===== config.mk =====
export PLATFORM = sky130hd
export DESIGN_NAME = shps_port_sel
export DESIGN_NICKNAME = d
export VERILOG_FILES = /design/src/common/shps_pkg.sv /design/src/design/shps_sync.sv /design/src/design/shps_port_sel.sv
export SDC_FILE = /design/constraint.sdc
export NUM_CORES = 1
export LEC_CHECK = 0
export BUFFER_PORTS_ARGS = -buffer_cell sky130_fd_sc_hd__buf_2
export CORE_MARGIN = 2
export CORE_UTILIZATION = 57
export DETAILED_ROUTE_END_ITERATION = 6
export MAX_ROUTING_LAYER = met4
export PLACE_DENSITY = 0.82
export SLEW_MARGIN = 0
export SYNTH_ARGS = -nofsm -noshare
export SYNTH_HDL_FRONTEND = slang
export SYNTH_HIERARCHICAL = 1
export SYNTH_SLANG_ARGS = --single-unit

===== constraint.sdc =====
create_clock -name clk_sys -period 2.57 [get_ports clk_sys]
set_input_delay 0.257 -clock clk_sys [delete_from_list [all_inputs] [get_ports clk_sys]]
set_output_delay 0.257 -clock clk_sys [all_outputs]
set_load 0.005 [all_outputs]

===== src/common/shps_pkg.sv =====
// Constants shared by the serial host port select block.
// Assumes a 10 MHz system clock and a host serial clock far slower than it.
package shps_pkg;

  // System clock period in ns
  localparam int unsigned CLK_PERIOD_NS = 100;

  // Reset levels of pin samplers: the select pins are pulled up, so open pins read high
  localparam logic PIN_PULL_LEVEL = 1'b1;

  // Number of flops in each pin synchroniser
  localparam int unsigned SYNC_STAGES = 2;

  // Number of sampled pins: mode, clock, data, select/addr0, addr1, addr2
  localparam int unsigned PIN_COUNT = 6;

  // Bit positions of the pins inside the sampled vector
  localparam int unsigned PIN_MODE = 0;
  localparam int unsigned PIN_CLK = 1;
  localparam int unsigned PIN_DATA = 2;
  localparam int unsigned PIN_SEL0 = 3;
  localparam int unsigned PIN_ADDR1 = 4;
  localparam int unsigned PIN_ADDR2 = 5;

  // Fixed upper four bits of the seven-bit slave address (value is arbitrary)
  localparam logic [3:0] I2C_ADDR_HI = 4'h5;

  // Bits per address byte, and counter width
  localparam logic [3:0] ADDR_BITS = 4'h8;

  // I2C slave sequencing states
  typedef enum logic [2:0] {
    SHPS_IDLE,
    SHPS_ADDR,
    SHPS_ACK_WAIT,
    SHPS_ACK,
    SHPS_BUSY,
    SHPS_SKIP
  } shps_i2c_state_t;

endpackage


===== src/design/shps_sync.sv =====
// Two-flop synchroniser for a bundle of pin inputs.
// Assumes each bit is an independent level; no relation between bits is kept.
`timescale 1ns/1ps
module shps_sync
  import shps_pkg::*;
#(
  parameter int unsigned WIDTH = 1,
  parameter logic RST_LEVEL = 1'b1
)
(
  // Clock and reset
  input wire logic clk_sys,
  input wire logic arst_n,
  // Raw pin levels and synchronised copies
  input wire logic [WIDTH-1:0] pin_i,
  output logic [WIDTH-1:0] sync_o
);

  // First stage, read only by the second stage
  logic [WIDTH-1:0] meta_q;

  // Both stages reset to the pulled level so an open pin never looks asserted
  always_ff @(posedge clk_sys or negedge arst_n)
  begin
    if (!arst_n)
    begin
      meta_q <= {WIDTH{RST_LEVEL}};
      sync_o <= {WIDTH{RST_LEVEL}};
    end
    else
    begin
      meta_q <= pin_i;
      sync_o <= meta_q;
    end
  end

endmodule


===== src/design/shps_port_sel.sv =====
// Serial host port select: routes shared pins to SPI or I2C and drives the interrupt pin.
// Assumes the host clock is slow against clk_sys (8 samples per bit or more) and
// that the core behind it does the register work for both protocols.
`timescale 1ns/1ps

// Notes on behaviour
// - Select pin high gives I2C, low SPI
// - Clock pin: SPI clock, or I2C SCL
// - Data pin: SPI input, or I2C SDA
// - Output pin carries SPI read data only
// - Select pin: SPI chip select, or addr0
// - Two pulled-up pins give address bits 1, 2
// - Status change asserts interrupt until host reads
// - Interrupt is open-drain, active low
module shps_port_sel
  import shps_pkg::*;
(
  // Clock and reset
  input wire logic clk_sys,
  input wire logic arst_n,
  // Protocol select pin
  input wire logic i2c_en_pin,
  // Shared clock pin: input, output, output enable (low drives)
  input wire logic sck_scl_i,
  output logic sck_scl_o_q,
  output logic sck_scl_oe_n_q,
  // Shared data pin: input, output, output enable (low drives)
  input wire logic si_sda_i,
  output logic si_sda_o_q,
  output logic si_sda_oe_n_q,
  // Dedicated serial output pin
  output logic so_q,
  // Chip select or address bit pins
  input wire logic select_or_addr_bit0_pin,
  input wire logic i2c_addr_bit1,
  input wire logic i2c_addr_bit2,
  // Interrupt pin: output, output enable (low drives)
  output logic int_o_q,
  output logic int_oe_n_q,
  // Core side: mode and SPI signals
  output logic i2c_mode_q,
  output logic spi_sck_q,
  output logic spi_mosi_q,
  output logic spi_cs_n_q,
  input wire logic spi_miso,
  // Core side: I2C signals
  output logic [6:0] i2c_slave_addr_q,
  output logic i2c_hit_q,
  output logic i2c_rd_q,
  output logic i2c_active_q,
  output logic i2c_scl_q,
  output logic i2c_sda_q,
  input wire logic i2c_sda_pull,
  // Core side: interrupt events
  input wire logic status_change,
  input wire logic isr_read
);

  // Synchronised pin vector
  logic [PIN_COUNT-1:0] pins_s;
  // Previous synchronised clock and data, for edge finding
  logic clk_prev_q;
  logic data_prev_q;
  // I2C sequencer
  shps_i2c_state_t state_q;
  logic [3:0] bit_cnt_q;
  logic [7:0] shift_q;
  // Interrupt pending flag
  logic irq_pend_q;

  // Decoded pin events
  logic scl_s;
  logic sda_s;
  logic scl_rise;
  logic scl_fall;
  logic i2c_start;
  logic i2c_stop;

  // Every pin passes two flops; pulled-up reset level keeps I2C chosen while open
  shps_sync #(
    .WIDTH(PIN_COUNT),
    .RST_LEVEL(PIN_PULL_LEVEL)
  ) u_sync (
    .clk_sys(clk_sys),
    .arst_n(arst_n),
    .pin_i({i2c_addr_bit2, i2c_addr_bit1, select_or_addr_bit0_pin, si_sda_i, sck_scl_i, i2c_en_pin}),
    .sync_o(pins_s)
  );

  assign scl_s = pins_s[PIN_CLK];
  assign sda_s = pins_s[PIN_DATA];
  // Edges are found on synchronised copies only
  assign scl_rise = scl_s && !clk_prev_q;
  assign scl_fall = !scl_s && clk_prev_q;
  // Start and stop: data moves while the clock is high
  assign i2c_start = i2c_mode_q && scl_s && clk_prev_q && data_prev_q && !sda_s;
  assign i2c_stop = i2c_mode_q && scl_s && clk_prev_q && !data_prev_q && sda_s;

  // Protocol select follows the synchronised pin; it is static in use
  always_ff @(posedge clk_sys or negedge arst_n)
  begin
    if (!arst_n)
      i2c_mode_q <= PIN_PULL_LEVEL;
    else
      i2c_mode_q <= pins_s[PIN_MODE];
  end

  // SPI side: pins forwarded to the core, read data to the pin, only in SPI mode
  always_ff @(posedge clk_sys or negedge arst_n)
  begin
    if (!arst_n)
    begin
      spi_sck_q <= 1'b0;
      spi_mosi_q <= 1'b0;
      spi_cs_n_q <= 1'b1;
      so_q <= 1'b0;
    end
    else if (!i2c_mode_q)
    begin
      spi_sck_q <= scl_s;
      spi_mosi_q <= sda_s;
      spi_cs_n_q <= pins_s[PIN_SEL0];
      so_q <= spi_miso;
    end
    else
    begin
      // Chip select held off so the SPI core never sees I2C traffic
      spi_sck_q <= 1'b0;
      spi_mosi_q <= 1'b0;
      spi_cs_n_q <= 1'b1;
      so_q <= 1'b0;
    end
  end

  // I2C side: address bits, line copies for the core, and clock/data edge history
  always_ff @(posedge clk_sys or negedge arst_n)
  begin
    if (!arst_n)
    begin
      i2c_slave_addr_q <= {I2C_ADDR_HI, 3'h7};
      i2c_scl_q <= 1'b1;
      i2c_sda_q <= 1'b1;
      clk_prev_q <= PIN_PULL_LEVEL;
      data_prev_q <= PIN_PULL_LEVEL;
    end
    else
    begin
      // Address pins read high when open thanks to the pull-ups
      i2c_slave_addr_q <= {I2C_ADDR_HI, pins_s[PIN_ADDR2], pins_s[PIN_ADDR1], pins_s[PIN_SEL0]};
      i2c_scl_q <= i2c_mode_q ? scl_s : 1'b1;
      i2c_sda_q <= i2c_mode_q ? sda_s : 1'b1;
      clk_prev_q <= scl_s;
      data_prev_q <= sda_s;
    end
  end

  // I2C address sequencer: shift on clock rise, answer on the ninth clock
  always_ff @(posedge clk_sys or negedge arst_n)
  begin
    if (!arst_n)
    begin
      state_q <= SHPS_IDLE;
      bit_cnt_q <= 4'h0;
      shift_q <= 8'h00;
      i2c_hit_q <= 1'b0;
      i2c_rd_q <= 1'b0;
    end
    else if (!i2c_mode_q || i2c_stop)
    begin
      state_q <= SHPS_IDLE;
      i2c_hit_q <= 1'b0;
    end
    else if (i2c_start)
    begin
      // Repeated start also lands here
      state_q <= SHPS_ADDR;
      bit_cnt_q <= 4'h0;
      i2c_hit_q <= 1'b0;
    end
    else
    begin
      i2c_hit_q <= 1'b0;
      unique case (state_q)
        SHPS_ADDR:
          if (scl_rise)
          begin
            shift_q <= {shift_q[6:0], sda_s};
            bit_cnt_q <= bit_cnt_q + 4'h1;
            if (bit_cnt_q == ADDR_BITS - 4'h1)
              state_q <= SHPS_ACK_WAIT;
          end
        SHPS_ACK_WAIT:
          if (scl_fall)
          begin
            // Only a match is acknowledged; others are left to pass
            if (shift_q[7:1] == i2c_slave_addr_q)
            begin
              state_q <= SHPS_ACK;
              i2c_rd_q <= shift_q[0];
              i2c_hit_q <= 1'b1;
            end
            else
              state_q <= SHPS_SKIP;
          end
        SHPS_ACK:
          if (scl_fall)
            state_q <= SHPS_BUSY;
        // Waiting states hold until a stop or a start
        SHPS_IDLE, SHPS_BUSY, SHPS_SKIP:
          state_q <= state_q;
      endcase
    end
  end

  // Data pin drive: acknowledge, then core-requested pulls while addressed
  always_ff @(posedge clk_sys or negedge arst_n)
  begin
    if (!arst_n)
    begin
      si_sda_o_q <= 1'b0;
      si_sda_oe_n_q <= 1'b1;
      sck_scl_o_q <= 1'b0;
      sck_scl_oe_n_q <= 1'b1;
      i2c_active_q <= 1'b0;
    end
    else
    begin
      si_sda_o_q <= 1'b0;
      // Pulls only low; the bus pull-up gives the high level
      si_sda_oe_n_q <= !(i2c_mode_q && (state_q == SHPS_ACK || (state_q == SHPS_BUSY && i2c_sda_pull)));
      i2c_active_q <= i2c_mode_q && (state_q == SHPS_BUSY);
      // Clock pin is never stretched, so it stays released in both modes
      sck_scl_o_q <= 1'b0;
      sck_scl_oe_n_q <= 1'b1;
    end
  end

  // Interrupt pending: a new status change wins over a same-cycle read
  always_ff @(posedge clk_sys or negedge arst_n)
  begin
    if (!arst_n)
      irq_pend_q <= 1'b0;
    else if (status_change)
      irq_pend_q <= 1'b1;
    else if (isr_read)
      irq_pend_q <= 1'b0;
  end

  // Open-drain interrupt: output low, enable low while pending and for one cycle after the clear
  always_ff @(posedge clk_sys or negedge arst_n)
  begin
    if (!arst_n)
    begin
      int_o_q <= 1'b0;
      int_oe_n_q <= 1'b1;
    end
    else
    begin
      int_o_q <= 1'b0;
      int_oe_n_q <= !(irq_pend_q || status_change);
    end
  end

  // Checks
  mode_follow_a: assert property (@(posedge clk_sys) disable iff (!arst_n)
    pins_s[PIN_MODE] |=> (i2c_mode_q == 1'b1))
    else $error("mode does not follow select pin high");
  spi_clock_a: assert property (@(posedge clk_sys) disable iff (!arst_n)
    (!i2c_mode_q && !$past(i2c_mode_q)) |-> (spi_sck_q == $past(scl_s, 1) && sck_scl_oe_n_q))
    else $error("SPI clock not forwarded");
  sda_spi_quiet_a: assert property (@(posedge clk_sys) disable iff (!arst_n)
    (!i2c_mode_q [*2]) |-> si_sda_oe_n_q)
    else $error("data pin driven in SPI mode");
  so_route_a: assert property (@(posedge clk_sys) disable iff (!arst_n)
    i2c_mode_q |=> !so_q)
    else $error("serial output active in I2C mode");
  cs_gate_a: assert property (@(posedge clk_sys) disable iff (!arst_n)
    (!i2c_mode_q && !pins_s[PIN_SEL0]) |=> !spi_cs_n_q)
    else $error("chip select not passed");
  addr_pins_a: assert property (@(posedge clk_sys) disable iff (!arst_n)
    1'b1 |=> i2c_slave_addr_q[2:1] == $past(pins_s[PIN_ADDR2:PIN_ADDR1]))
    else $error("address select bits wrong");
  irq_assert_a: assert property (@(posedge clk_sys) disable iff (!arst_n)
    (status_change && isr_read) |=> !int_oe_n_q ##1 !int_oe_n_q)
    else $error("interrupt lost on clear");
  irq_release_a: assert property (@(posedge clk_sys) disable iff (!arst_n)
    (!irq_pend_q && !status_change) |=> (int_oe_n_q && !int_o_q))
    else $error("interrupt pin not released");
  ack_match_a: assert property (@(posedge clk_sys) disable iff (!arst_n)
    (state_q == SHPS_ACK_WAIT && scl_fall && shift_q[7:1] != i2c_slave_addr_q) |=> ##1 si_sda_oe_n_q)
    else $error("acknowledge without address match");

endmodule


==> metrics.md <==
| Metric | Value |
|---|---|
| GR Util All Layers | `approximately 17%` |
| CP Class | `flip-flop to flip-flop` |
| Setup Buffers After CTS | `0` |
| Avg Inst Size Synth | `between 10 and 15 um2` |
| Hold Path Class | `input pin to async pin` |
| Routed vias | `1022` |
| DP Wirelength | `~1.8 mm` |
| Worst EP arrival | `between 2 and 2.5 ns` |
| Delay of the slowest critical-path stage | `approximately 0.6 ns` |
| Clk sink count | `45` |
| Ys async rst share | `100.0%` |
| Post-synthesis cell area | `between 0.0015 and 0.002 mm2` |
| TritonRoute pass-1 iters | `4` |
| Total CTS buffers | `5` |
| Die X | `just under 60 um` |
| Clock Tree Root | `clkbuf_4` |
| Post-route cell area | `0.001991 mm2` |
| Nets@finish | `roughly 170` |
| I/O pin cnt | `35` |
| Max rail drop VDD | `around 0.38 mV` |
| Drt wl/cell | `13.42 um` |
| Critical R2R Capture | `shift_q[6]` |
| R2R depth | `3` |
| Flop2flop setup slack | `0.75 ns` |
| CTS tree | `done` |
| Critical path, cell by cell | `or4b_4, nor2_4, mux2_2` |
| Startpoint Class | `flip-flop` |
| Post-route ant nets | `0` |
| Syn Inst Count | `approximately 130` |
| IO buf count | `26` |
| Final count of negative-setup-slack endpoints | `0` |
| CP max FO | `13` |
| Cell variety after synth | `39` |
| Fin Setup TNS | `0 ns` |
| Iter 0 DRT Violations | `30` |
| Unrepaired setup endpoints after global routing | `no` |
| CP Capture Type | `flip-flop` |
| Setup WS pre-CTS | `between 0.7 and 0.8 ns` |
| Antenna diodes | `0` |
| Rows | `20` |
| Fin Clk Skew | `0.005213 ns` |
| Max Root-Sink Buffers | `2` |
| Outcome | `completed` |
| H-tree depth | `2` |
| Largest net degree at the start of global routing | `46` |
| Final GP Congestion | `roughly 0.86` |
| Cells after DPL | `180` |
| Drt drc | `0` |
| Final worst setup slack | `0.7547 ns` |
| Power Density | `~600 mW/mm2` |
| Launching point of the worst reg2reg path | `state_q[1]` |
| Core ar. | `0.002978 mm2` |
| Synth-to-Final Area Change | `13.97%` |
| Global-route wire length before repair | `between 4 and 5 mm` |
| Post-synth EDFFs | `0` |
| Synthesized flop and latch total | `between 40 and 50` |
| Vias per std cell | `between 5 and 6` |
| Worst EP required | `~2.8 ns` |
| Starting Density | `about three fifths` |
| Die height | `slightly below 60 um` |
| Tcrit/Tclk final | `70.63%` |
| Ys flop type | `dfstp_2` |
| Final wirelength | `between 2 and 3 mm` |
| Count of maximum capacitance violations | `0` |
| Congestion Overflow GR | `0` |
| Die area | `between 0.003 and 0.004 mm2` |
| Max-Slew Margin vs Limit | `just under 40%` |
| Final hold viol count | `0` |
| Initial antenna violation count | `0` |
| Fmax | `550.9 MHz` |
| Vias in the first global route | `1009` |
| Post-route minimum period | `roughly 1.8 ns` |
| Clock latency at the later pin of the worst-skew pair | `0.34 ns` |
| DP Area | `about 0.0019 mm2` |
| Worst Tran Pin Value | `approximately 0.92 ns` |
| LEAKAGE | `slightly above 0.9 nW` |
| Sequential area share after synthesis | `roughly two thirds` |
| Fillers | `216` |
| Slew Limit Fails | `0` |
| Post-route non-filler standard cell count | `195` |
| Slowest stage cell, crit path | `or4b_4` |
| Share of cells above drive strength 1 | `a little over two fifths` |
| Clock slew at reported path FFs | `between 0.1 and 0.15 ns` |
| YS warnings | `6` |
[per-stage QoR]
step                hold slack [ns]  power [mW]  utilization, %
detailed placement           0.3468      0.8364           62.52
finish                      0.03418       1.161           66.85
global route                0.07993       1.214           66.85
floorplan                  -0.03859      0.8079               -
CTS                         0.01202       1.179           66.51
global placement             0.3461      0.8324           62.52
[worst max-delay path by stage]
stage / slack, ns / end / startpoint
2_1_floorplan: 0.88 / shift_q[0] / state_q[1]
3_3_place_gp: 0.82 / shift_q[3] / state_q[1]
3_5_place_dp: 0.76 / shift_q[0] / state_q[1]
4_1_cts: 0.74 / shift_q[6] / state_q[1]
5_1_grt: 0.71 / shift_q[3] / state_q[1]
6_report: 0.75 / shift_q[6] / state_q[1]
[synth_stat cells (2+ instances only)]
| master | count | area [um2] |
|---|---|---|
| dfstp_2 | 23 | 604.3 |
| dfrtp_1 | 22 | 550.5 |
| mux2_2 | 10 | 112.6 |
| buf_4 | 8 | 60.06 |
| nand2_1 | 5 | 18.77 |
| nor2_1 | 5 | 18.77 |
| nor2b_1 | 5 | 31.28 |
| nand3_1 | 4 | 20.02 |
| a21o_1 | 3 | 22.52 |
| xnor2_1 | 3 | 26.28 |
| a22o_1 | 2 | 17.52 |
| clkbuf_1 | 2 | 7.510 |
| conb_1 | 2 | 7.510 |
| inv_1 | 2 | 7.510 |
| nand2b_1 | 2 | 12.51 |
| nand4b_1 | 2 | 17.52 |
| nor3_1 | 2 | 10.01 |
| o21a_1 | 2 | 15.01 |
| o21ai_0 | 2 | 10.01 |
[layout make-up]
cell class / instances / area [um2] / share of cell area (%)
clock inverters: 3 / 21.27 / 1.069
repair buffers: 33 / 200.2 / 10.06
flip-flops and latches: 45 / 1155 / 58.01
multi-input cells: 74 / 528.0 / 26.52
inverters: 2 / 7.507 / 0.3771
clock buffers: 5 / 37.54 / 1.886
well taps: 33 / 41.29 / 2.074
[power breakdown]
group | switching [mW] | internal (mW)
combinational | 0.0330 | 0.0324
sequential | 0.0187 | 0.748
clock | 0.221 | 0.108
total | 0.273 | 0.888
[state kept, by name (all words and copies together) (netlist names)]
| register | count |
|---|---|
| i2c_scl_q | 1 |
| u_sync/meta_q | 6 |
| clk_prev_q | 1 |
| i2c_mode_q | 1 |
| state_q | 3 |
| i2c_rd_q | 1 |
| bit_cnt_q | 4 |
| so_q | 1 |
| u_sync/sync_o | 6 |
| i2c_active_q | 1 |
| shift_q | 8 |
| spi_sck_q | 1 |
| data_prev_q | 1 |
| i2c_hit_q | 1 |
| spi_cs_n_q | 1 |
| spi_mosi_q | 1 |
| si_sda_oe_n_q | 1 |
| irq_pend_q | 1 |
| i2c_sda_q | 1 |
| int_oe_n_q | 1 |
| i2c_slave_addr_q | 3 |
[worst max-delay path, delay by kind of cell, from the launching register on]
| kind | cells | cell delay, ns |
|---|---|---|
| muxes | 1 | 0.38 |
| DFF | 1 | 0.43 |
| and+or+nand+nor | 2 | 0.91 |
[placed cells by master (no fill, tap or decap), types with 2 or more instances in the layout]
cell	instances
a21o_1	3
a22o_1	2
buf_2	26
clkbuf_4	5
conb_1	8
dfrtp_1	22
dfstp_2	23
dlygate4sd3_1	7
inv_1	2
mux2_2	10
nand2_1	5
nand2b_1	2
nand3_1	4
nand4b_1	2
nor2_1	5
nor2b_1	5
nor3_1	2
o21a_1	2
o21ai_0	2
xnor2_1	3
[routing by layer]
metal,up-vias,track usage (%),wire [um]
met5,-,-,0
met2,30,29.20,1385
li1,487,-,-
met3,4,5.022,127
met4,0,6.818,36
met1,501,18.24,1067
[kinds of logic (layout without fill, tap and decap cells)]
logic type,Yosys count,in the layout,synth area share (%)
xor+xnor,4,4,2.006
compound gates,15,15,6.376
mux,11,11,7.020
simple gates,35,35,12.39
fa+ha+maj,1,1,0.7162
other cells,2,8,0.4300
buf+inv,13,43,4.943
flops,45,45,66.12
[repair_timing]
item,CTS,global route
hold endpoints to repair,6,1
resized for setup,0,0
hold buffers,6,1
Power figures use the tool's default switching activity.
